File: config.mk
export PLATFORM = sky130hd
export DESIGN_NAME = reset_source_and_boot_select
export DESIGN_NICKNAME = d
export VERILOG_FILES = /design/src/rst_pkg.sv /design/src/sync2.sv /design/src/wdt_counter.sv /design/src/reset_source_and_boot_select.sv
export SDC_FILE = /design/constraint.sdc
export NUM_CORES = 1
export LEC_CHECK = 0
export ABC_AREA = 1
export BUFFER_PORTS_ARGS = -buffer_cell sky130_fd_sc_hd__buf_2
export CAP_MARGIN = 20
export CORE_ASPECT_RATIO = 0.9
export CORE_MARGIN = 2
export CORE_UTILIZATION = 40
export CTS_CLUSTER_SIZE = 28
export DETAILED_ROUTE_END_ITERATION = 10
export HOLD_SLACK_MARGIN = 0.03
export PLACE_DENSITY = 0.6
export RECOVER_POWER = 25
export SYNTH_ARGS = -nofsm -noshare
export SYNTH_HDL_FRONTEND = slang
export SYNTH_HIERARCHICAL = 1
export SYNTH_SLANG_ARGS = --single-unit
File: constraint.sdc
create_clock -name mclk -period 1.89 [get_ports mclk]
set_input_delay 0.0945 -clock mclk [delete_from_list [all_inputs] [get_ports mclk]]
set_output_delay 0.0945 -clock mclk [all_outputs]
set_load 0.03 [all_outputs]
File: src/rst_pkg.sv
package rst_pkg;
  localparam logic [7:0] chip_control_addr     = 8'h9f;
  localparam logic [7:0] auxiliary_one_addr    = 8'ha2;
  localparam logic [7:0] watchdog_control_addr = 8'haa;
  localparam logic [7:0] timed_access_addr     = 8'hc7;
  localparam logic [7:0] key_first             = 8'haa;
  localparam logic [7:0] key_second            = 8'h55;
  localparam int         soft_trig_bit         = 7;
  localparam int         boot_sel_bit          = 1;
  localparam int         soft_flag_bit         = 7;
  localparam int         wdt_flag_bit          = 3;
  localparam int         wdt_clear_bit         = 6;
  localparam int         option_boot_bit       = 7;
  localparam logic [15:0] reset_pc             = 16'h0000;
  localparam logic [7:0] reset_sp              = 8'h07;
  localparam logic [7:0] port_latch_reset      = 8'hff;
  localparam logic [7:0] option_word_default   = 8'hff;
  localparam logic [7:0] chip_control_wmask    = 8'h43;
  localparam logic [7:0] auxiliary_one_wmask   = 8'hed;
  localparam int         debug_hold_clocks     = 600;
  localparam int         wdt_count_w           = 12;
  localparam int         hold_count_w          = 10;

  typedef enum logic [1:0] {
    cause_none,
    cause_wdt,
    cause_soft,
    cause_ext
  } cause_t;

  typedef struct packed {
    logic [7:0] addr;
    logic [7:0] wdata;
    logic       wr;
    logic       rd;
  } reg_req_t;

  typedef struct packed {
    logic [15:0] pc;
    logic [7:0]  sp;
    logic [7:0]  port_latch;
    logic        ram_clear;
    logic        periph_en;
  } core_reset_t;
endpackage

File: src/sync2.sv
`timescale 1ns/1ps
module sync2 (
  input  wire logic mclk,
  input  wire logic rstn,
  input  wire logic din,
  output logic      dout
);
  typedef struct packed {
    logic s1;
    logic s2;
  } sync_t;
  sync_t st_ff;
  sync_t nxt_st;
  always_comb begin
    nxt_st    = st_ff;
    nxt_st.s1 = din;
    nxt_st.s2 = st_ff.s1;
  end
  always_ff @(posedge mclk) begin
    if (!rstn) begin
      st_ff <= '0;
    end else begin
      st_ff <= nxt_st;
    end
  end
  assign dout = st_ff.s2;
endmodule // sync2

File: src/wdt_counter.sv
`timescale 1ns/1ps
module wdt_counter #(
  parameter int W = rst_pkg::wdt_count_w
) (
  input  wire logic         mclk,
  input  wire logic         rstn,
  input  wire logic         tick,
  input  wire logic         clr,
  input  wire logic [W-1:0] limit,
  output logic              expire
);
  typedef struct packed {
    logic [W-1:0] cnt;
    logic         exp;
  } wdt_t;
  wdt_t st_ff;
  wdt_t nxt_st;
  always_comb begin
    nxt_st     = st_ff;
    nxt_st.exp = 1'b0;
    if (clr) begin
      nxt_st.cnt = '0; // [RULE2]
    end else if (tick) begin
      if (st_ff.cnt >= limit) begin
        nxt_st.exp = 1'b1;
        nxt_st.cnt = '0;
      end else begin
        nxt_st.cnt = st_ff.cnt + 1'b1;
      end
    end
  end
  always_ff @(posedge mclk) begin
    if (!rstn) begin
      st_ff <= '0;
    end else begin
      st_ff <= nxt_st;
    end
  end
  assign expire = st_ff.exp;
endmodule // wdt_counter

File: src/reset_source_and_boot_select.sv
// Strobed register access was left to the implementer.
`timescale 1ns/1ps
// Overview of operation
// [RULE1] Watchdog expiry resets system, PC 0000H
// [RULE2] Software clear restarts watchdog count
// [RULE3] Watchdog reset sets flag bit three
// [RULE4] Watchdog flag survives other resets, clearable
// [RULE5] Keyed write bit seven triggers reset
// [RULE6] Trigger instruction is last one executed
// [RULE7] Trigger bit write-only, self clearing
// [RULE8] Soft reset sets auxiliary flag bit
// [RULE9] Soft flag survives other resets, clearable
// [RULE10] Software disables interrupts, writes key pair
// [RULE11] Boot select picks application or loader
// [RULE12] Non-soft resets load inverted option choice
// [RULE13] Option choice one means application flash
// [RULE14] Boot decision uses register bit only
// [RULE15] RAM kept except after power-on
// [RULE16] PC held 0000H during reset
// [RULE17] Stack pointer returns to 07H
// [RULE18] Peripherals off, latches FFH, input-only
// [RULE19] Debug pins quasi for 600 slow clocks
// [RULE20] Divided clock: use wake-up timer instead
module reset_source_and_boot_select #(
  parameter int WDT_W     = rst_pkg::wdt_count_w,
  parameter int HOLD_CNT  = rst_pkg::debug_hold_clocks
) (
  input  wire logic                 mclk,
  input  wire logic                 rstn,
  input  wire logic                 ext_rst_pin,
  input  wire logic                 slow_osc_tick,
  input  wire logic [WDT_W-1:0]     wdt_limit,
  input  wire logic [7:0]           option_word_zero,
  input  wire rst_pkg::reg_req_t    req,
  input  wire logic                 global_irq_enable,
  output logic [7:0]                rdata,
  output logic                      sys_reset,
  output logic                      instr_block,
  output logic                      boot_from_loader,
  output rst_pkg::core_reset_t      core_rst,
  output logic                      debug_pins_quasi
);
  ////////////////////////////////////////////////////////////////////////////
  localparam int hold_count_w_l = rst_pkg::hold_count_w;

  typedef enum logic [1:0] {
    st_run,
    st_assert,
    st_release
  } rst_state_t;

  typedef struct packed {
    rst_state_t           fsm;
    rst_pkg::cause_t      cause;
    logic                 por_done;
    logic                 key_step1;
    logic                 key_open;
    logic                 soft_trig;
    logic                 boot_sel;
    logic                 soft_flag;
    logic                 wdt_flag;
    logic [7:0]           chip_other;
    logic [7:0]           aux_other;
    logic [7:0]           wdc_other;
    logic [hold_count_w_l-1:0] hold_cnt;
    logic                 quasi;
    logic [7:0]           rdata;
  } state_t;

  state_t st_ff;
  state_t nxt_st;
  logic   ext_sync;
  logic   wdt_expire;
  logic   wdt_clr;

  function automatic logic hit(input rst_pkg::reg_req_t r, input logic [7:0] a);
    hit = r.wr && (r.addr == a);
  endfunction

  sync2 u_ext_sync (
    .mclk (mclk),
    .rstn (rstn),
    .din  (ext_rst_pin),
    .dout (ext_sync)
  );

  assign wdt_clr = hit(req, rst_pkg::watchdog_control_addr) && st_ff.key_open &&
                   req.wdata[rst_pkg::wdt_clear_bit]; // [RULE2]

  wdt_counter #(.W(WDT_W)) u_wdt (
    .mclk   (mclk),
    .rstn   (rstn),
    .tick   (slow_osc_tick),
    .clr    (wdt_clr || sys_reset),
    .limit  (wdt_limit),
    .expire (wdt_expire)
  );

  ////////////////////////////////////////////////////////////////////////////
  // Reset sequencing, flags, registers
  always_comb begin
    logic soft_hit;
    soft_hit = 1'b0;
    nxt_st = st_ff;
    nxt_st.rdata = 8'h00;
    soft_hit = hit(req, rst_pkg::chip_control_addr) && st_ff.key_open &&
               req.wdata[rst_pkg::soft_trig_bit]; // [RULE5]
    // Key window: first byte then second, any other write closes it
    if (req.wr && req.addr == rst_pkg::timed_access_addr) begin
      nxt_st.key_step1 = (req.wdata == rst_pkg::key_first);
      nxt_st.key_open  = st_ff.key_step1 && (req.wdata == rst_pkg::key_second);
    end else if (req.wr) begin
      nxt_st.key_step1 = 1'b0;
      nxt_st.key_open  = 1'b0;
    end
    if (st_ff.fsm == st_run && !st_ff.key_open) begin
      // Unkeyed writes to ordinary bits
      if (hit(req, rst_pkg::chip_control_addr)) begin
        nxt_st.chip_other = req.wdata & rst_pkg::chip_control_wmask;
        nxt_st.boot_sel   = req.wdata[rst_pkg::boot_sel_bit];
      end
    end
    if (st_ff.key_open && hit(req, rst_pkg::chip_control_addr)) begin
      nxt_st.chip_other = req.wdata & rst_pkg::chip_control_wmask;
      nxt_st.boot_sel   = req.wdata[rst_pkg::boot_sel_bit];
      nxt_st.soft_trig  = req.wdata[rst_pkg::soft_trig_bit]; // [RULE5]
    end
    if (hit(req, rst_pkg::auxiliary_one_addr)) begin
      nxt_st.aux_other = req.wdata & rst_pkg::auxiliary_one_wmask;
      nxt_st.soft_flag = req.wdata[rst_pkg::soft_flag_bit]; // [RULE9]
    end
    if (hit(req, rst_pkg::watchdog_control_addr) && st_ff.key_open) begin
      nxt_st.wdc_other = req.wdata & 8'h37;
      nxt_st.wdt_flag  = req.wdata[rst_pkg::wdt_flag_bit]; // [RULE4]
    end
    if (req.rd) begin
      case (req.addr)
        rst_pkg::chip_control_addr: begin
          // Trigger bit reads back zero: write-only
          nxt_st.rdata = {1'b0, st_ff.chip_other[6:2], st_ff.boot_sel,
                          st_ff.chip_other[0]}; // [RULE7]
        end
        rst_pkg::auxiliary_one_addr: begin
          nxt_st.rdata = {st_ff.soft_flag, st_ff.aux_other[6:0]};
        end
        rst_pkg::watchdog_control_addr: begin
          nxt_st.rdata = {st_ff.wdc_other[7:4], st_ff.wdt_flag, st_ff.wdc_other[2:0]};
        end
        default: nxt_st.rdata = 8'h00;
      endcase
    end
    case (st_ff.fsm)
      st_run: begin
        if (!st_ff.por_done) begin
          nxt_st.fsm   = st_assert;
          nxt_st.cause = rst_pkg::cause_none;
        end else if (wdt_expire) begin
          nxt_st.fsm   = st_assert; // [RULE1]
          nxt_st.cause = rst_pkg::cause_wdt;
        end else if (soft_hit) begin
          nxt_st.fsm   = st_assert; // [RULE6]
          nxt_st.cause = rst_pkg::cause_soft;
        end else if (ext_sync) begin
          nxt_st.fsm   = st_assert;
          nxt_st.cause = rst_pkg::cause_ext;
        end
      end
      st_assert: begin
        nxt_st.por_done  = 1'b1;
        nxt_st.key_step1 = 1'b0;
        nxt_st.key_open  = 1'b0;
        nxt_st.chip_other = 8'h00;
        nxt_st.aux_other  = 8'h00;
        nxt_st.wdc_other  = 8'h07;
        if (st_ff.cause == rst_pkg::cause_wdt) begin
          nxt_st.wdt_flag = 1'b1; // [RULE3]
        end
        if (st_ff.cause == rst_pkg::cause_soft) begin
          nxt_st.soft_flag = 1'b1; // [RULE8]
        end else begin
          // Option bit 1 = application, so invert into select
          nxt_st.boot_sel = ~option_word_zero[rst_pkg::option_boot_bit]; // [RULE12] [RULE13]
        end
        if (!(st_ff.cause == rst_pkg::cause_ext && ext_sync)) begin
          nxt_st.fsm = st_release; // [RULE16]
        end
      end
      st_release: begin
        nxt_st.soft_trig = 1'b0; // [RULE7]
        nxt_st.fsm       = st_run;
        nxt_st.cause     = rst_pkg::cause_none;
        nxt_st.quasi     = 1'b1;
        nxt_st.hold_cnt  = '0;
      end
      default: nxt_st.fsm = st_run;
    endcase
    if (st_ff.quasi && slow_osc_tick && st_ff.fsm == st_run) begin
      if (st_ff.hold_cnt == hold_count_w_l'(HOLD_CNT - 1)) begin
        nxt_st.quasi = 1'b0; // [RULE19]
      end else begin
        nxt_st.hold_cnt = st_ff.hold_cnt + 1'b1;
      end
    end
  end

  always_ff @(posedge mclk) begin
    if (!rstn) begin
      // Power-on: both flags cleared, everything else initial
      st_ff          <= '0;
      st_ff.fsm      <= st_run;
      st_ff.cause    <= rst_pkg::cause_none;
      st_ff.wdc_other <= 8'h07;
    end else begin
      st_ff <= nxt_st;
    end
  end

  ////////////////////////////////////////////////////////////////////////////
  assign sys_reset        = (st_ff.fsm != st_run) || !st_ff.por_done; // [RULE1]
  // Blocks the core in the trigger cycle itself
  assign instr_block      = sys_reset || (st_ff.fsm == st_run && st_ff.key_open &&
                            hit(req, rst_pkg::chip_control_addr) &&
                            req.wdata[rst_pkg::soft_trig_bit]); // [RULE6]
  assign boot_from_loader = st_ff.boot_sel; // [RULE11] [RULE14]
  assign rdata            = st_ff.rdata;
  assign debug_pins_quasi = st_ff.quasi || sys_reset; // [RULE19]
  always_comb begin
    core_rst.pc         = rst_pkg::reset_pc; // [RULE16]
    core_rst.sp         = rst_pkg::reset_sp; // [RULE17]
    core_rst.port_latch = rst_pkg::port_latch_reset; // [RULE18]
    core_rst.ram_clear  = 1'b0; // [RULE15]
    core_rst.periph_en  = !sys_reset; // [RULE18]
  end

  ////////////////////////////////////////////////////////////////////////////
  a_wdt_sets_flag: assert property (@(posedge mclk) disable iff (!rstn)
    (st_ff.fsm == st_assert && st_ff.cause == rst_pkg::cause_wdt) |=> st_ff.wdt_flag) // [RULE3]
    else $error("watchdog flag not set");
  a_wdt_resets: assert property (@(posedge mclk) disable iff (!rstn)
    (st_ff.por_done && st_ff.fsm == st_run && wdt_expire) |=> sys_reset) // [RULE1]
    else $error("watchdog expiry did not reset");
  a_soft_sets_flag: assert property (@(posedge mclk) disable iff (!rstn)
    (st_ff.fsm == st_assert && st_ff.cause == rst_pkg::cause_soft) |=> st_ff.soft_flag) // [RULE8]
    else $error("soft flag not set");
  a_soft_keeps_boot: assert property (@(posedge mclk) disable iff (!rstn)
    (st_ff.fsm == st_assert && st_ff.cause == rst_pkg::cause_soft) |=> $stable(st_ff.boot_sel)) // [RULE12]
    else $error("soft reset changed boot select");
  a_boot_loads_inv: assert property (@(posedge mclk) disable iff (!rstn)
    (st_ff.fsm == st_assert && st_ff.cause != rst_pkg::cause_soft) |=>
    (st_ff.boot_sel == ~$past(option_word_zero[7]))) // [RULE13]
    else $error("boot select not inverted option");
  a_trig_selfclear: assert property (@(posedge mclk) disable iff (!rstn)
    (st_ff.fsm == st_release) |=> !st_ff.soft_trig) // [RULE7]
    else $error("trigger not cleared");
  a_soft_trig_blocks: assert property (@(posedge mclk) disable iff (!rstn)
    (st_ff.por_done && st_ff.fsm == st_run && !wdt_expire && st_ff.key_open &&
     hit(req, rst_pkg::chip_control_addr) && req.wdata[7]) |-> instr_block ##1 sys_reset) // [RULE6]
    else $error("instruction after soft trigger");
  a_wdt_flag_kept: assert property (@(posedge mclk) disable iff (!rstn)
    (st_ff.fsm == st_assert && st_ff.cause == rst_pkg::cause_ext) |=> $stable(st_ff.wdt_flag)) // [RULE4]
    else $error("watchdog flag lost on ext reset");
  a_pc_held: assert property (@(posedge mclk) disable iff (!rstn)
    sys_reset |-> (core_rst.pc == 16'h0000 && core_rst.sp == 8'h07 && !core_rst.periph_en)) // [RULE16]
    else $error("core not held in reset");
  c_wdt_reset: cover property (@(posedge mclk) disable iff (!rstn)
    st_ff.fsm == st_assert && st_ff.cause == rst_pkg::cause_wdt);
  c_soft_reset: cover property (@(posedge mclk) disable iff (!rstn)
    st_ff.fsm == st_assert && st_ff.cause == rst_pkg::cause_soft);
  c_ext_reset: cover property (@(posedge mclk) disable iff (!rstn)
    st_ff.fsm == st_assert && st_ff.cause == rst_pkg::cause_ext);
  c_quasi_end: cover property (@(posedge mclk) disable iff (!rstn) $fell(st_ff.quasi));
endmodule // reset_source_and_boot_select

==> report_table.html, run 1 <==
<table>
<tr><th>Metric</th><th>Value</th></tr>
<tr><th colspan="2">Route</th></tr>
<tr><td>Total Wirelength</td><td>7065 µm</td></tr>
<tr><td>Routed vias/inst</td><td>4.585</td></tr>
<tr><td>Total vias in the final route</td><td>3072</td></tr>
<tr><td>Total iterations of the first detailed-routing run</td><td>5</td></tr>
<tr><td>Violation count after the first detailed-routing iteration</td><td>141</td></tr>
<tr><td>Detail Route Antenna Nets</td><td>0</td></tr>
<tr><td>Residual DRC count</td><td>0</td></tr>
<tr><td>Post-detailed-route wirelength per cell</td><td>10.54 µm</td></tr>
<tr><th colspan="2">Min path</th></tr>
<tr><td>Startpoint of the worst hold path</td><td>req[5]</td></tr>
<tr><td>Classification of the worst-slack hold path</td><td>primary input to flip-flop</td></tr>
<tr><th colspan="2">Yosys</th></tr>
<tr><td>Sequential cell area fraction in the yosys report</td><td>32.42%</td></tr>
<tr><td>Top flip-flop cell by instance count after synthesis</td><td>sky130_fd_sc_hd__dfxtp_1</td></tr>
<tr><td>Post-synth top cells</td><td>sky130_fd_sc_hd__nand2_1 (107), sky130_fd_sc_hd__inv_1 (71), sky130_fd_sc_hd__dfxtp_1 (56)</td></tr>
<tr><td>Number of synthesized register bits</td><td>56</td></tr>
<tr><td>Post-Syn Area per Cell</td><td>6.848 µm²</td></tr>
<tr><td>Ranking of synthesized cells by area</td><td>sky130_fd_sc_hd__dfxtp_1 (32%), sky130_fd_sc_hd__nand2_1 (12%), sky130_fd_sc_hd__buf_4 (9.3%)</td></tr>
<tr><td>Instance count of the mapped netlist</td><td>505</td></tr>
<tr><td>Most repeated cell in the gate-level netlist after synthesis</td><td>sky130_fd_sc_hd__nand2_1</td></tr>
<tr><td>Number of warning messages in the yosys log</td><td>6</td></tr>
<tr><td>EDFF count, synth</td><td>0</td></tr>
<tr><td>Dominant cell type by area after synthesis</td><td>sky130_fd_sc_hd__dfxtp_1</td></tr>
<tr><td>Count of cell types in the netlist</td><td>37</td></tr>
<tr><td>Synthesized area</td><td>3458 µm²</td></tr>
<tr><td>Fraction of synthesized cell area taken by the top area cell type</td><td>32.42%</td></tr>
<tr><td>FFs w/ async S/R, synth</td><td>0%</td></tr>
<tr><th colspan="2">Status</th></tr>
<tr><td>Status</td><td>complete, no violations</td></tr>
<tr><th colspan="2">Setup path</th></tr>
<tr><td>Crit path kind</td><td>flip-flop to flip-flop</td></tr>
<tr><td>Worst path top cell family by delay</td><td>simple AND/OR/NAND/NOR gates</td></tr>
<tr><td>Critical path cell sequence</td><td>ha_1, nand2_1, nor2_1, nand2_1, nor2_1, nand2_1, nand2_1, nand2_1, nand2_1, buf_12, nor2_1</td></tr>
<tr><td>Slowest cell on crit path</td><td>sky130_fd_sc_hd__dfxtp_1</td></tr>
<tr><td>Timing startpoint of the critical path</td><td>u_wdt/st_ff[12]</td></tr>
<tr><td>Startpoint kind of the worst setup timing path</td><td>flip-flop</td></tr>
<tr><td>Count of buffer and inverter cells on the critical path</td><td>1</td></tr>
<tr><td>Most frequent cell on the critical path</td><td>sky130_fd_sc_hd__nand2_1</td></tr>
<tr><td>Critical path peak fanout</td><td>12</td></tr>
<tr><td>Arrival time at the worst endpoint</td><td>1.81 ns</td></tr>
<tr><td>Critical Path Sink Type</td><td>flip-flop</td></tr>
<tr><td>CP peak stage delay</td><td>0.34 ns</td></tr>
<tr><td>Launch instance of the worst register-to-register path</td><td>u_wdt/st_ff[12]</td></tr>
<tr><td>Data required time of the critical path</td><td>2.10 ns</td></tr>
<tr><th colspan="2">Timing</th></tr>
<tr><td>Final critical-path share of the clock period</td><td>84.41%</td></tr>
<tr><td>Count of final max-slew check failures</td><td>0</td></tr>
<tr><td>Maximum clock frequency</td><td>626.8 MHz</td></tr>
<tr><td>Accumulated negative setup slack</td><td>0 ns</td></tr>
<tr><td>Final setup skew</td><td>0.01002 ns</td></tr>
<tr><td>Max_slew headroom</td><td>55.81%</td></tr>
<tr><td>Worst hold slack across all endpoints</td><td>0.07340 ns</td></tr>
<tr><td>Setup repair after global routing missed its margin</td><td>false</td></tr>
<tr><td>Hold violation total from the final report</td><td>0</td></tr>
<tr><td>Setup violation total in the final timing report</td><td>0</td></tr>
<tr><td>Actual transition at the worst max-transition pin</td><td>0.6604 ns</td></tr>
<tr><td>Minimum clock period after layout</td><td>1.595 ns</td></tr>
<tr><th colspan="2">Floorplan</th></tr>
<tr><td>Die X</td><td>102.0 µm</td></tr>
<tr><td>Initial standard-cell utilization of the core</td><td>40.74%</td></tr>
<tr><td>Number of I/O pins</td><td>89</td></tr>
<tr><td>Area of the core</td><td>8488 µm²</td></tr>
<tr><td>Die extent in y</td><td>92.21 µm</td></tr>
<tr><td>Die area</td><td>9406 µm²</td></tr>
<tr><td>Std cell rows</td><td>32</td></tr>
<tr><th colspan="2">Cells and area</th></tr>
<tr><td>Total number of nets in the final design</td><td>607</td></tr>
<tr><td>Fraction of final layout cells with drive strength greater than 1</td><td>14.88%</td></tr>
<tr><td>Number of diodes added for antenna fixing</td><td>0</td></tr>
<tr><td>Area delta synth-&gt;final</td><td>8.574%</td></tr>
<tr><th colspan="2">GRT</th></tr>
<tr><td>Pin count of the biggest net entering global routing</td><td>18</td></tr>
<tr><td>Overflow left after global routing</td><td>0</td></tr>
<tr><td>First-pass GRT wire length</td><td>11870 µm</td></tr>
<tr><td>GR Util All Layers</td><td>15.67%</td></tr>
<tr><td>Initial antenna violation count</td><td>0</td></tr>
<tr><td>Vias in the first global route</td><td>2684</td></tr>
<tr><th colspan="2">Clock network</th></tr>
<tr><td>Number of levels the H-tree was split into</td><td>2</td></tr>
<tr><td>Buffer cell driving the clock tree root</td><td>sky130_fd_sc_hd__clkbuf_8</td></tr>
<tr><td>Clock edge transition at the registers on the reported setup and hold paths</td><td>0.10 ns</td></tr>
<tr><td>Clock latency of the later-clocked register in the worst-skew pair</td><td>0.31 ns</td></tr>
<tr><td>Worst-case clock buffer depth</td><td>2</td></tr>
<tr><td>Count of clock tree sinks</td><td>56</td></tr>
<tr><td>Clock buffer count from CTS</td><td>5</td></tr>
<tr><td>TritonCTS clock tree</td><td>done</td></tr>
<tr><th colspan="2">Placement</th></tr>
<tr><td>Number of buffers added on ports</td><td>47</td></tr>
<tr><td>Post-DP HPWL</td><td>5567 µm</td></tr>
<tr><td>RePlAce Congestion</td><td>0.8484</td></tr>
<tr><th colspan="2">Power</th></tr>
<tr><td>Max IR drop VDD</td><td>307.7 µV</td></tr>
<tr><td>Standby leakage power</td><td>1.739 nW</td></tr>
<tr><td>Pwr/cell area</td><td>633.6 nW/µm²</td></tr>
<tr><th colspan="2">Run</th></tr>
<tr><td>Number of violations of the max-capacitance limit</td><td>0</td></tr>
</table>
cell type report:
| type | count | area, µm² |
|---|---|---|
| well taps | 119 | 148.9 |
| clock buffers | 6 | 82.58 |
| flip-flops and latches | 56 | 1121 |
| multi-input cells | 353 | 1792 |
| clock inverters | 2 | 13.76 |
| repair buffers | 55 | 299.0 |
| fillers | 888 | 4733 |
| inverters | 79 | 297.8 |
through the flow:
| stage | setup slack (ns) | power, W | std cells | instance area [µm²] | util (%) |
|---|---|---|---|---|---|
| 6_report | 0.2946 | 0.002379 | 670 | 3755 | 44.24 |
| 5_1_grt | 0.09976 | 0.002515 | 670 | 3755 | 44.24 |
| 4_1_cts | 0.2704 | 0.002415 | 670 | 3776 | 44.49 |
| 3_5_place_dp | 0.2950 | 0.001715 | 661 | 3670 | 43.23 |
| 3_3_place_gp | 0.3178 | 0.001708 | 661 | 3670 | 43.23 |
| 2_1_floorplan | 0.1175 | 0.001634 | 536 | 3575 | - |
worst paths after layout:
check / endpoint / slack (ns) / cells past startpoint
hold / removal: st_ff[30] / 0.07 / 3
setup reg to reg: u_wdt/st_ff[4] / 0.29 / 11
setup / recovery: u_wdt/st_ff[4] / 0.29 / 11
hold reg to reg: u_ext_sync/dout / 0.43 / 2
cells by family (layout without fill, tap and decap cells):
| group | Yosys count | after routing | share of synthesized area (%) |
|---|---|---|---|
| AND/OR/NAND/NOR | 244 | 244 | 33.36 |
| buffers and inverters | 127 | 142 | 18.85 |
| flip-flops | 56 | 56 | 32.42 |
| AO/OA/AOI/OAI | 54 | 54 | 8.032 |
| adder cells (fa/ha/maj) | 14 | 14 | 5.065 |
| XOR/XNOR | 7 | 7 | 1.773 |
| other | 2 | 33 | 0.2172 |
| multiplexers | 1 | 1 | 0.2894 |
flip-flops by register name, indices dropped and copies added, names as in the netlist:
register	flops
u_wdt/expire	1
u_ext_sync/nxt_st	1
boot_from_loader	1
st_ff	32
u_wdt/st_ff	12
rdata	8
u_ext_sync/dout	1
report_power, final:
part / switching, W / total [W] / leakage, nW / internal, W
Sequential: 0.0000234 / 0.00123 / 0.453 / 0.00121
Clock: 0.000390 / 0.000691 / 0.0516 / 0.000301
Combinational: 0.000327 / 0.000454 / 1.23 / 0.000127
Total: 0.000741 / 0.00238 / 1.74 / 0.00164
cells in the final DEF (no fill, tap or decap), types with 2 or more instances in the layout:
master / Yosys / routed
sky130_fd_sc_hd__inv_2: 5 / 5
sky130_fd_sc_hd__nand4_1: 9 / 9
sky130_fd_sc_hd__clkbuf_8: 0 / 6
sky130_fd_sc_hd__nor3_1: 6 / 6
sky130_fd_sc_hd__dfxtp_1: 56 / 56
sky130_fd_sc_hd__clkinv_1: 2 / 2
sky130_fd_sc_hd__buf_2: 4 / 38
sky130_fd_sc_hd__xnor2_1: 2 / 2
sky130_fd_sc_hd__o21ai_0: 14 / 14
sky130_fd_sc_hd__nand3_1: 42 / 42
sky130_fd_sc_hd__conb_1: 2 / 33
sky130_fd_sc_hd__xor2_1: 5 / 5
sky130_fd_sc_hd__nand2_1: 107 / 107
sky130_fd_sc_hd__nand2_2: 6 / 6
sky130_fd_sc_hd__buf_4: 43 / 6
sky130_fd_sc_hd__clkbuf_1: 0 / 9
sky130_fd_sc_hd__nor2_4: 8 / 7
sky130_fd_sc_hd__inv_1: 71 / 71
sky130_fd_sc_hd__nand3b_1: 2 / 2
sky130_fd_sc_hd__nor2_1: 51 / 53
sky130_fd_sc_hd__nor2_2: 3 / 2
sky130_fd_sc_hd__nand3_2: 3 / 3
sky130_fd_sc_hd__ha_1: 14 / 14
sky130_fd_sc_hd__a21oi_1: 35 / 35
repair_timing:
action / CTS / global route
hold buffers: 1 / 0
endpoints found under the setup margin: 0 / 0
resized for setup: 0 / 0
endpoints found under the hold margin: 1 / 0
buffers inserted: 0 / 0
per-layer routing:
layer	global-route usage (%)	vias to the layer above	wire length [µm]
met5	0	-	0
li1	-	1607	-
met2	27.14	96	3292
met1	19.74	1363	3274
met3	2.515	6	418
met4	4.889	0	80
worst reg2reg max path: stages (launching register included):
cell and delay (ns):
sky130_fd_sc_hd__dfxtp_1 0.34, sky130_fd_sc_hd__ha_1 0.30, sky130_fd_sc_hd__nand2_1 0.07, sky130_fd_sc_hd__nor2_1 0.16, sky130_fd_sc_hd__nand2_1 0.07, sky130_fd_sc_hd__nor2_1 0.08, sky130_fd_sc_hd__nand2_1 0.05, sky130_fd_sc_hd__nand2_1 0.07
sky130_fd_sc_hd__nand2_1 0.06, sky130_fd_sc_hd__nand2_1 0.11, sky130_fd_sc_hd__buf_12 0.14, sky130_fd_sc_hd__nor2_1 0.04
(Power assumes the default switching activity.)
==> run 2, diff against run 1 <==
Clock period 1.89 ns to 1.6 ns, I/O delays scaled along.
==> run 2 against run 1 <==
Compared with the run above:
- count of clock-buffer cells in the layout grew 1
- critical path depth is the same
- via count shrank 0.55%
- final cell count grew 1.6%
- die area is the same
- global-route usage grew 0.48 points
- worst hold slack lost 0.022 ns
- critical path type unchanged
- critical endpoint is now u_wdt/st_ff[11]
- largest power group unchanged
==> report_table.html, run 2 (synthesized netlist as in run 1, its figures left out) <==
<table>
<tr><th>Metric</th><th>Value</th></tr>
<tr><th colspan="2">Status</th></tr>
<tr><td>Status</td><td>complete, no violations (unchanged)</td></tr>
<tr><th colspan="2">Cells and area</th></tr>
<tr><td>Largest register FFs</td><td>32 (unchanged)</td></tr>
<tr><td>Area delta synth-&gt;final</td><td>11.47% (was 8.574%)</td></tr>
<tr><td>Total number of nets in the final design</td><td>618 (was 607)</td></tr>
<tr><td>Flip-flop and latch area</td><td>1126 µm² (was 1121 µm²)</td></tr>
<tr><td>Combined area of the multi-input logic cells</td><td>1814 µm² (was 1792 µm²)</td></tr>
<tr><td>Fill count</td><td>901 (was 888)</td></tr>
<tr><td>Number of diodes added for antenna fixing</td><td>0 (unchanged)</td></tr>
<tr><td>Most frequent standard cell in the layout excluding fill and tap cells</td><td>sky130_fd_sc_hd__nand2_1 (unchanged)</td></tr>
<tr><td>Commonest cells after routing, fill and taps aside</td><td>sky130_fd_sc_hd__nand2_1 (106), sky130_fd_sc_hd__inv_1 (71), sky130_fd_sc_hd__dfxtp_1 (52) (was sky130_fd_sc_hd__nand2_1 (107), sky130_fd_sc_hd__inv_1 (71), sky130_fd_sc_hd__dfxtp_1 (56))</td></tr>
<tr><td>Largest reg by FF count</td><td>st_ff (unchanged)</td></tr>
<tr><td>Fraction of final layout cells with drive strength greater than 1</td><td>18.15% (was 14.88%)</td></tr>
<tr><th colspan="2">Floorplan</th></tr>
<tr><td>Die area</td><td>9406 µm² (unchanged)</td></tr>
<tr><td>Std cell rows</td><td>32 (unchanged)</td></tr>
<tr><td>Number of I/O pins</td><td>89 (unchanged)</td></tr>
<tr><td>Area of the core</td><td>8488 µm² (unchanged)</td></tr>
<tr><td>Initial standard-cell utilization of the core</td><td>40.74% (unchanged)</td></tr>
<tr><td>Die extent in y</td><td>92.21 µm (unchanged)</td></tr>
<tr><td>Die X</td><td>102.0 µm (unchanged)</td></tr>
<tr><th colspan="2">GRT</th></tr>
<tr><td>First-pass GRT wire length</td><td>12300 µm (was 11870 µm)</td></tr>
<tr><td>Vias in the first global route</td><td>2818 (was 2684)</td></tr>
<tr><td>Overflow left after global routing</td><td>0 (unchanged)</td></tr>
<tr><td>GR Util All Layers</td><td>16.14% (was 15.67%)</td></tr>
<tr><td>Initial antenna violation count</td><td>0 (unchanged)</td></tr>
<tr><td>Pin count of the biggest net entering global routing</td><td>17 (was 18)</td></tr>
<tr><th colspan="2">Timing</th></tr>
<tr><td>Count of final max-slew check failures</td><td>0 (unchanged)</td></tr>
<tr><td>Maximum clock frequency</td><td>658.1 MHz (was 626.8 MHz)</td></tr>
<tr><td>Final critical-path share of the clock period</td><td>94.97% (was 84.41%)</td></tr>
<tr><td>Hold violation total from the final report</td><td>0 (unchanged)</td></tr>
<tr><td>Actual transition at the worst max-transition pin</td><td>0.6458 ns (was 0.6604 ns)</td></tr>
<tr><td>Final setup skew</td><td>0.007086 ns (was 0.01002 ns)</td></tr>
<tr><td>Worst hold slack across all endpoints</td><td>0.05151 ns (was 0.07340 ns)</td></tr>
<tr><td>Minimum clock period after layout</td><td>1.519 ns (was 1.595 ns)</td></tr>
<tr><td>Accumulated negative setup slack</td><td>0 ns (unchanged)</td></tr>
<tr><td>Setup slack of the critical path after layout</td><td>0.08053 ns (was 0.2946 ns)</td></tr>
<tr><td>Max_slew headroom</td><td>56.79% (was 55.81%)</td></tr>
<tr><td>Setup violation total in the final timing report</td><td>0 (unchanged)</td></tr>
<tr><th colspan="2">Route</th></tr>
<tr><td>Total vias in the final route</td><td>3055 (was 3072)</td></tr>
<tr><td>Detail Route Antenna Nets</td><td>0 (unchanged)</td></tr>
<tr><td>Routed vias/inst</td><td>4.486 (was 4.585)</td></tr>
<tr><td>Total Wirelength</td><td>7237 µm (was 7065 µm)</td></tr>
<tr><td>Violation count after the first detailed-routing iteration</td><td>147 (was 141)</td></tr>
<tr><td>Post-detailed-route wirelength per cell</td><td>10.63 µm (was 10.54 µm)</td></tr>
<tr><td>Total iterations of the first detailed-routing run</td><td>4 (was 5)</td></tr>
<tr><td>Residual DRC count</td><td>0 (unchanged)</td></tr>
<tr><th colspan="2">Clock network</th></tr>
<tr><td>Clock latency of the later-clocked register in the worst-skew pair</td><td>0.31 ns (about the same)</td></tr>
<tr><td>Count of clock tree sinks</td><td>56 (unchanged)</td></tr>
<tr><td>Number of levels the H-tree was split into</td><td>2 (unchanged)</td></tr>
<tr><td>TritonCTS clock tree</td><td>done (unchanged)</td></tr>
<tr><td>Clock buffer count from CTS</td><td>5 (unchanged)</td></tr>
<tr><td>Clock edge transition at the registers on the reported setup and hold paths</td><td>0.09 ns (was 0.10 ns)</td></tr>
<tr><td>Worst-case clock buffer depth</td><td>2 (unchanged)</td></tr>
<tr><td>Buffer cell driving the clock tree root</td><td>sky130_fd_sc_hd__clkbuf_8 (unchanged)</td></tr>
<tr><th colspan="2">Placement</th></tr>
<tr><td>Worst slack, placed</td><td>0.01378 ns (was 0.2950 ns)</td></tr>
<tr><td>RePlAce Congestion</td><td>0.8801 (was 0.8484)</td></tr>
<tr><td>Post-DP HPWL</td><td>5677 µm (was 5567 µm)</td></tr>
<tr><td>Number of buffers added on ports</td><td>47 (unchanged)</td></tr>
<tr><th colspan="2">Setup path</th></tr>
<tr><td>Startpoint kind of the worst setup timing path</td><td>flip-flop (unchanged)</td></tr>
<tr><td>Count of buffer and inverter cells on the critical path</td><td>2 (was 1)</td></tr>
<tr><td>Worst path top cell family by delay</td><td>simple AND/OR/NAND/NOR gates (unchanged)</td></tr>
<tr><td>Critical Path Sink Type</td><td>flip-flop (unchanged)</td></tr>
<tr><td>Data required time of the critical path</td><td>1.85 ns (was 2.10 ns)</td></tr>
<tr><td>Most frequent cell on the critical path</td><td>sky130_fd_sc_hd__nand2_1 (unchanged)</td></tr>
<tr><td>Critical path peak fanout</td><td>5 (was 12)</td></tr>
<tr><td>Arrival time at the worst endpoint</td><td>1.77 ns (was 1.81 ns)</td></tr>
<tr><td>CP peak stage delay</td><td>0.33 ns (was 0.34 ns)</td></tr>
<tr><td>Crit path kind</td><td>flip-flop to flip-flop (unchanged)</td></tr>
<tr><td>Critical path cell sequence</td><td>ha_1, nand2_1, inv_1, nand2_1, nand2_1, a21oi_1, nand2_1, nand2_1, nand2_2, buf_4, nor2_1 (was ha_1, nand2_1, nor2_1, nand2_1, nor2_1, nand2_1, nand2_1, nand2_1, nand2_1, buf_12, nor2_1)</td></tr>
<tr><td>Slowest cell on crit path</td><td>sky130_fd_sc_hd__dfxtp_2 (was sky130_fd_sc_hd__dfxtp_1)</td></tr>
<tr><th colspan="2">Min path</th></tr>
<tr><td>Classification of the worst-slack hold path</td><td>primary input to flip-flop (unchanged)</td></tr>
<tr><th colspan="2">Power</th></tr>
<tr><td>Standby leakage power</td><td>1.789 nW (was 1.739 nW)</td></tr>
<tr><td>Pwr/cell area</td><td>728.1 nW/µm² (was 633.6 nW/µm²)</td></tr>
<tr><td>Max IR drop VDD</td><td>362.1 µV (was 307.7 µV)</td></tr>
<tr><th colspan="2">Run</th></tr>
<tr><td>Number of violations of the max-capacitance limit</td><td>0 (unchanged)</td></tr>
</table>
==> run 2: metal layers <==
layer / wire (µm) / up-vias / global-route usage, %
li1: - / 1624 / -
met1: 3339 / 1349 / 20.77
met2: 3424 / 75 / 27.52
met3: 395 / 7 / 2.896
met4: 78 / 0 / 4.444
met5: 0 / - / 0
==> run 2: worst reg2reg max path, cell delays in order (launching register included) <==
cell,delay (ns)
sky130_fd_sc_hd__dfxtp_2,0.33
sky130_fd_sc_hd__ha_1,0.30
sky130_fd_sc_hd__nand2_1,0.10
sky130_fd_sc_hd__inv_1,0.04
sky130_fd_sc_hd__nand2_1,0.05
sky130_fd_sc_hd__nand2_1,0.05
sky130_fd_sc_hd__a21oi_1,0.11
sky130_fd_sc_hd__nand2_1,0.06
sky130_fd_sc_hd__nand2_1,0.09
sky130_fd_sc_hd__nand2_2,0.07
sky130_fd_sc_hd__buf_4,0.16
sky130_fd_sc_hd__nor2_1,0.08
==> run 2: cell type report <==
type | count | area share (%)
inverter | 79 | 7.725
sequential | 56 | 29.21
timing repair buffer | 66 | 9.705
clock buffer | 7 | 2.240
tap | 119 | 3.862
multi-input combinational | 353 | 47.06
clock inverter | 1 | 0.1947
==> run 2: where the power goes <==
| part | switching, W | internal, W |
|---|---|---|
| logic | 0.000391 | 0.000160 |
| clock network | 0.000444 | 0.000353 |
| registers | 0.0000278 | 0.00143 |
| total | 0.000863 | 0.00194 |
==> run 2: metrics by stage <==
step           cell area [µm²]  utilization (%)  total power [W]  cells
2_1_floorplan             3577                -         0.001932    536
3_3_place_gp              3735            44.00         0.002028    671
3_5_place_dp              3735            44.00         0.002036    671
4_1_cts                   3841            45.25         0.002846    680
5_1_grt                   3855            45.42         0.002983    681
6_report                  3855            45.42         0.002807    681
==> run 2: worst paths after layout <==
kind                        start         endpoint  slack (ns)  cells past startpoint
min                          rstn  u_ext_sync/dout        0.05                      3
max reg2reg       u_wdt/st_ff[12]  u_wdt/st_ff[11]        0.08                     11
min reg2reg  u_ext_sync/nxt_st[0]  u_ext_sync/dout        0.44                      2
max               u_wdt/st_ff[12]  u_wdt/st_ff[11]        0.08                     11
==> run 2: timing repair <==
item,CTS,global route
hold buffers,1,0
pin swaps,0,2
buffers inserted,0,1
setup endpoints to repair,4,19
gates cloned,0,0
resized for setup,1,9
hold endpoints to repair,1,0
==> run 3, diff against run 2 <==
Settings changed: CORE_UTILIZATION 40 to 50, MAX_ROUTING_LAYER set to met4, PLACE_DENSITY 0.6 to 0.73.
==> run 3 against run 2 <==
Compared with the run above:
- first-iteration DRC count up 12%
- sequential share of layout area up 0.19 points
- critical path depth unchanged
- maximum frequency up 1.4%
- core utilization up 12 points
- via count up 2.1%
- total power down 2.3%
- sequential power about the same
- non-clock buffer count down 2
- critical endpoint is now u_wdt/st_ff[2]
- cell area down 0.75%
- largest cell class unchanged
==> report_table.html, run 3 (synthesized netlist as in run 1, its figures left out) <==
<table>
<tr><th>Metric</th><th>Value</th></tr>
<tr><th colspan="2">Status</th></tr>
<tr><td>Status</td><td>complete, no violations (unchanged)</td></tr>
<tr><th colspan="2">Route</th></tr>
<tr><td>Total iterations of the first detailed-routing run</td><td>4 (unchanged)</td></tr>
<tr><td>Violation count after the first detailed-routing iteration</td><td>164 (was 147)</td></tr>
<tr><td>Total Wirelength</td><td>7102 µm (was 7237 µm)</td></tr>
<tr><td>Detail Route Antenna Nets</td><td>0 (unchanged)</td></tr>
<tr><td>Routed vias/inst</td><td>4.797 (was 4.486)</td></tr>
<tr><td>Post-detailed-route wirelength per cell</td><td>10.93 µm (was 10.63 µm)</td></tr>
<tr><td>Residual DRC count</td><td>0 (unchanged)</td></tr>
<tr><td>Total vias in the final route</td><td>3118 (was 3055)</td></tr>
<tr><th colspan="2">Cells and area</th></tr>
<tr><td>Flip-flop and latch area</td><td>1125 µm² (was 1126 µm²)</td></tr>
<tr><td>Total number of nets in the final design</td><td>617 (was 618)</td></tr>
<tr><td>Fraction of final layout cells with drive strength greater than 1</td><td>18.75% (was 18.15%)</td></tr>
<tr><td>Combined area of the multi-input logic cells</td><td>1849 µm² (was 1814 µm²)</td></tr>
<tr><td>Fill count</td><td>658 (was 901)</td></tr>
<tr><td>Area delta synth-&gt;final</td><td>10.64% (was 11.47%)</td></tr>
<tr><td>Largest reg by FF count</td><td>st_ff (unchanged)</td></tr>
<tr><td>Commonest cells after routing, fill and taps aside</td><td>sky130_fd_sc_hd__nand2_1 (103), sky130_fd_sc_hd__inv_1 (71), sky130_fd_sc_hd__dfxtp_1 (53) (was sky130_fd_sc_hd__nand2_1 (106), sky130_fd_sc_hd__inv_1 (71), sky130_fd_sc_hd__dfxtp_1 (52))</td></tr>
<tr><td>Number of diodes added for antenna fixing</td><td>0 (unchanged)</td></tr>
<tr><td>Most frequent standard cell in the layout excluding fill and tap cells</td><td>sky130_fd_sc_hd__nand2_1 (unchanged)</td></tr>
<tr><td>Post-layout instance count excluding filler cells</td><td>650 (was 681)</td></tr>
<tr><td>Largest register FFs</td><td>32 (unchanged)</td></tr>
<tr><th colspan="2">Setup path</th></tr>
<tr><td>Worst r2r path cells</td><td>11 (unchanged)</td></tr>
<tr><td>Critical Path Sink Type</td><td>flip-flop (unchanged)</td></tr>
<tr><td>Reg2reg setup slack</td><td>0.10 ns (was 0.08 ns)</td></tr>
<tr><td>Crit path kind</td><td>flip-flop to flip-flop (unchanged)</td></tr>
<tr><td>Launch instance of the worst register-to-register path</td><td>u_wdt/st_ff[12] (unchanged)</td></tr>
<tr><td>Critical path peak fanout</td><td>7 (was 5)</td></tr>
<tr><td>Data required time of the critical path</td><td>1.81 ns (was 1.85 ns)</td></tr>
<tr><td>Arrival time at the worst endpoint</td><td>1.70 ns (was 1.77 ns)</td></tr>
<tr><td>Startpoint kind of the worst setup timing path</td><td>flip-flop (unchanged)</td></tr>
<tr><td>FF-to-FF End</td><td>u_wdt/st_ff[2] (was u_wdt/st_ff[11])</td></tr>
<tr><th colspan="2">Timing</th></tr>
<tr><td>Accumulated negative setup slack</td><td>0 ns (unchanged)</td></tr>
<tr><td>Max_slew headroom</td><td>55.81% (was 56.79%)</td></tr>
<tr><td>Minimum clock period after layout</td><td>1.499 ns (was 1.519 ns)</td></tr>
<tr><td>Actual transition at the worst max-transition pin</td><td>0.6604 ns (was 0.6458 ns)</td></tr>
<tr><td>Setup repair after global routing missed its margin</td><td>true</td></tr>
<tr><td>Final setup skew</td><td>0.006766 ns (was 0.007086 ns)</td></tr>
<tr><td>Maximum clock frequency</td><td>667.3 MHz (was 658.1 MHz)</td></tr>
<tr><td>Count of final max-slew check failures</td><td>0 (unchanged)</td></tr>
<tr><td>Hold violation total from the final report</td><td>0 (unchanged)</td></tr>
<tr><td>Setup slack of the critical path after layout</td><td>0.1014 ns (was 0.08053 ns)</td></tr>
<tr><td>Setup violation total in the final timing report</td><td>0 (unchanged)</td></tr>
<tr><td>Final critical-path share of the clock period</td><td>93.66% (was 94.97%)</td></tr>
<tr><th colspan="2">Power</th></tr>
<tr><td>Pwr/cell area</td><td>716.5 nW/µm² (was 728.1 nW/µm²)</td></tr>
<tr><td>Max IR drop VDD</td><td>338.8 µV (was 362.1 µV)</td></tr>
<tr><td>Standby leakage power</td><td>1.783 nW (was 1.789 nW)</td></tr>
<tr><th colspan="2">Clock network</th></tr>
<tr><td>Worst-case clock buffer depth</td><td>2 (unchanged)</td></tr>
<tr><td>TritonCTS clock tree</td><td>done (unchanged)</td></tr>
<tr><td>Clock edge transition at the registers on the reported setup and hold paths</td><td>0.10 ns (was 0.09 ns)</td></tr>
<tr><td>Number of levels the H-tree was split into</td><td>2 (unchanged)</td></tr>
<tr><td>Count of clock tree sinks</td><td>56 (unchanged)</td></tr>
<tr><td>Clock buffer count from CTS</td><td>5 (unchanged)</td></tr>
<tr><td>Buffer cell driving the clock tree root</td><td>sky130_fd_sc_hd__clkbuf_8 (unchanged)</td></tr>
<tr><td>Clock latency of the later-clocked register in the worst-skew pair</td><td>0.31 ns (about the same)</td></tr>
<tr><th colspan="2">GRT</th></tr>
<tr><td>Vias in the first global route</td><td>2806 (was 2818)</td></tr>
<tr><td>Initial antenna violation count</td><td>0 (unchanged)</td></tr>
<tr><td>First-pass GRT wire length</td><td>12030 µm (was 12300 µm)</td></tr>
<tr><td>Pin count of the biggest net entering global routing</td><td>16 (was 17)</td></tr>
<tr><td>Overflow left after global routing</td><td>0 (unchanged)</td></tr>
<tr><td>GR Util All Layers</td><td>19.51% (was 16.14%)</td></tr>
<tr><th colspan="2">Placement</th></tr>
<tr><td>Number of buffers added on ports</td><td>47 (unchanged)</td></tr>
<tr><td>Worst slack, placed</td><td>-0.01950 ns (was 0.01378 ns)</td></tr>
<tr><td>RePlAce Congestion</td><td>0.9060 (was 0.8801)</td></tr>
<tr><td>Inst Count DP</td><td>640 (was 671)</td></tr>
<tr><td>Post-DP HPWL</td><td>5533 µm (was 5677 µm)</td></tr>
<tr><th colspan="2">Floorplan</th></tr>
<tr><td>Area of the core</td><td>6621 µm² (was 8488 µm²)</td></tr>
<tr><td>Die area</td><td>7599 µm² (was 9406 µm²)</td></tr>
<tr><td>Die extent in y</td><td>82.90 µm (was 92.21 µm)</td></tr>
<tr><td>Initial standard-cell utilization of the core</td><td>52.23% (was 40.74%)</td></tr>
<tr><td>Number of I/O pins</td><td>89 (unchanged)</td></tr>
<tr><td>Std cell rows</td><td>28 (was 32)</td></tr>
<tr><td>Die X</td><td>91.67 µm (was 102.0 µm)</td></tr>
<tr><th colspan="2">Min path</th></tr>
<tr><td>Hold Crit Endpoint</td><td>rdata[4] (was u_ext_sync/dout)</td></tr>
<tr><td>Worst Hold Depth</td><td>3 (unchanged)</td></tr>
<tr><td>Startpoint of the worst hold path</td><td>req[0] (was rstn)</td></tr>
<tr><td>Classification of the worst-slack hold path</td><td>primary input to flip-flop (unchanged)</td></tr>
<tr><th colspan="2">Run</th></tr>
<tr><td>Number of violations of the max-capacitance limit</td><td>0 (unchanged)</td></tr>
</table>
-- run 3: cell type report --
cell class,count,area share [%]
sequential,56,29.40
timing repair buffer,64,9.516
clock buffer,6,1.897
clock inverter,1,0.1308
tap,90,2.943
inverter,79,7.783
multi-input combinational,354,48.33
-- run 3: worst max path at each step --
| stage | start | to | slack (ns) | cells past startpoint |
|---|---|---|---|---|
| after detailed placement | u_wdt/st_ff[12] | u_wdt/st_ff[2] | -0.02 | 11 |
| after CTS | u_wdt/st_ff[12] | u_wdt/st_ff[2] | 0.0003 | 11 |
| after global routing | st_ff[10] | st_ff[17] | -0.04 | 7 |
| after floorplan | st_ff[52] | u_wdt/st_ff[6] | 0.04 | 8 |
| after global placement | u_wdt/st_ff[12] | u_wdt/st_ff[2] | 0.07 | 11 |
| final | u_wdt/st_ff[12] | u_wdt/st_ff[2] | 0.10 | 11 |
-- run 3: per-stage QoR --
stage                     hold slack (ns)  utilization, %  cell area (µm²)  total power (W)
after floorplan                    0.1735               -             3577         0.001932
after global placement             0.2682           55.63             3684         0.002013
after detailed placement           0.2779           55.63             3684         0.002025
after CTS                         0.03966           56.99             3774         0.002749
after global routing              0.04906           57.79             3826         0.002891
final                             0.04517           57.79             3826         0.002741
-- run 3: per-layer routing --
metal  vias up  global-route usage [%]  part of all wire [%]
met5         -                       -                     0
met1      1389                   24.39                    45
met3        13                   2.995                   5.6
met2        93                   31.95                    47
met4         0                   7.025                   2.2
li1       1623                       -                     -
-- run 3: where the power goes --
part,switching [W],total (W),internal [W]
Clock,0.000437,0.000737,0.000299
Sequential,0.0000274,0.00146,0.00143
Combinational,0.000392,0.000547,0.000155
-- run 3: what timing repair did --
| item | CTS | global route |
|---|---|---|
| pin swaps | 0 | 6 |
| gates cloned | 0 | 1 |
| endpoints found under the setup margin | 12 | 18 |
| setup buffers | 0 | 1 |
| hold buffers | 1 | 0 |
| resized for setup | 1 | 14 |
| hold endpoints to repair | 1 | 0 |
-- run 3: critical path, cell delays in order (launching register included) --
cell                      delay (ns)
sky130_fd_sc_hd__dfxtp_1        0.36
sky130_fd_sc_hd__ha_4           0.28
sky130_fd_sc_hd__nand2_2        0.07
sky130_fd_sc_hd__nor2_4         0.11
sky130_fd_sc_hd__nand2_1        0.06
sky130_fd_sc_hd__nor2_1         0.08
sky130_fd_sc_hd__nand2_1        0.07
sky130_fd_sc_hd__nand2_2        0.07
sky130_fd_sc_hd__nand2_2        0.05
sky130_fd_sc_hd__nand2_2        0.08
sky130_fd_sc_hd__buf_6          0.13
sky130_fd_sc_hd__nor2_1         0.04
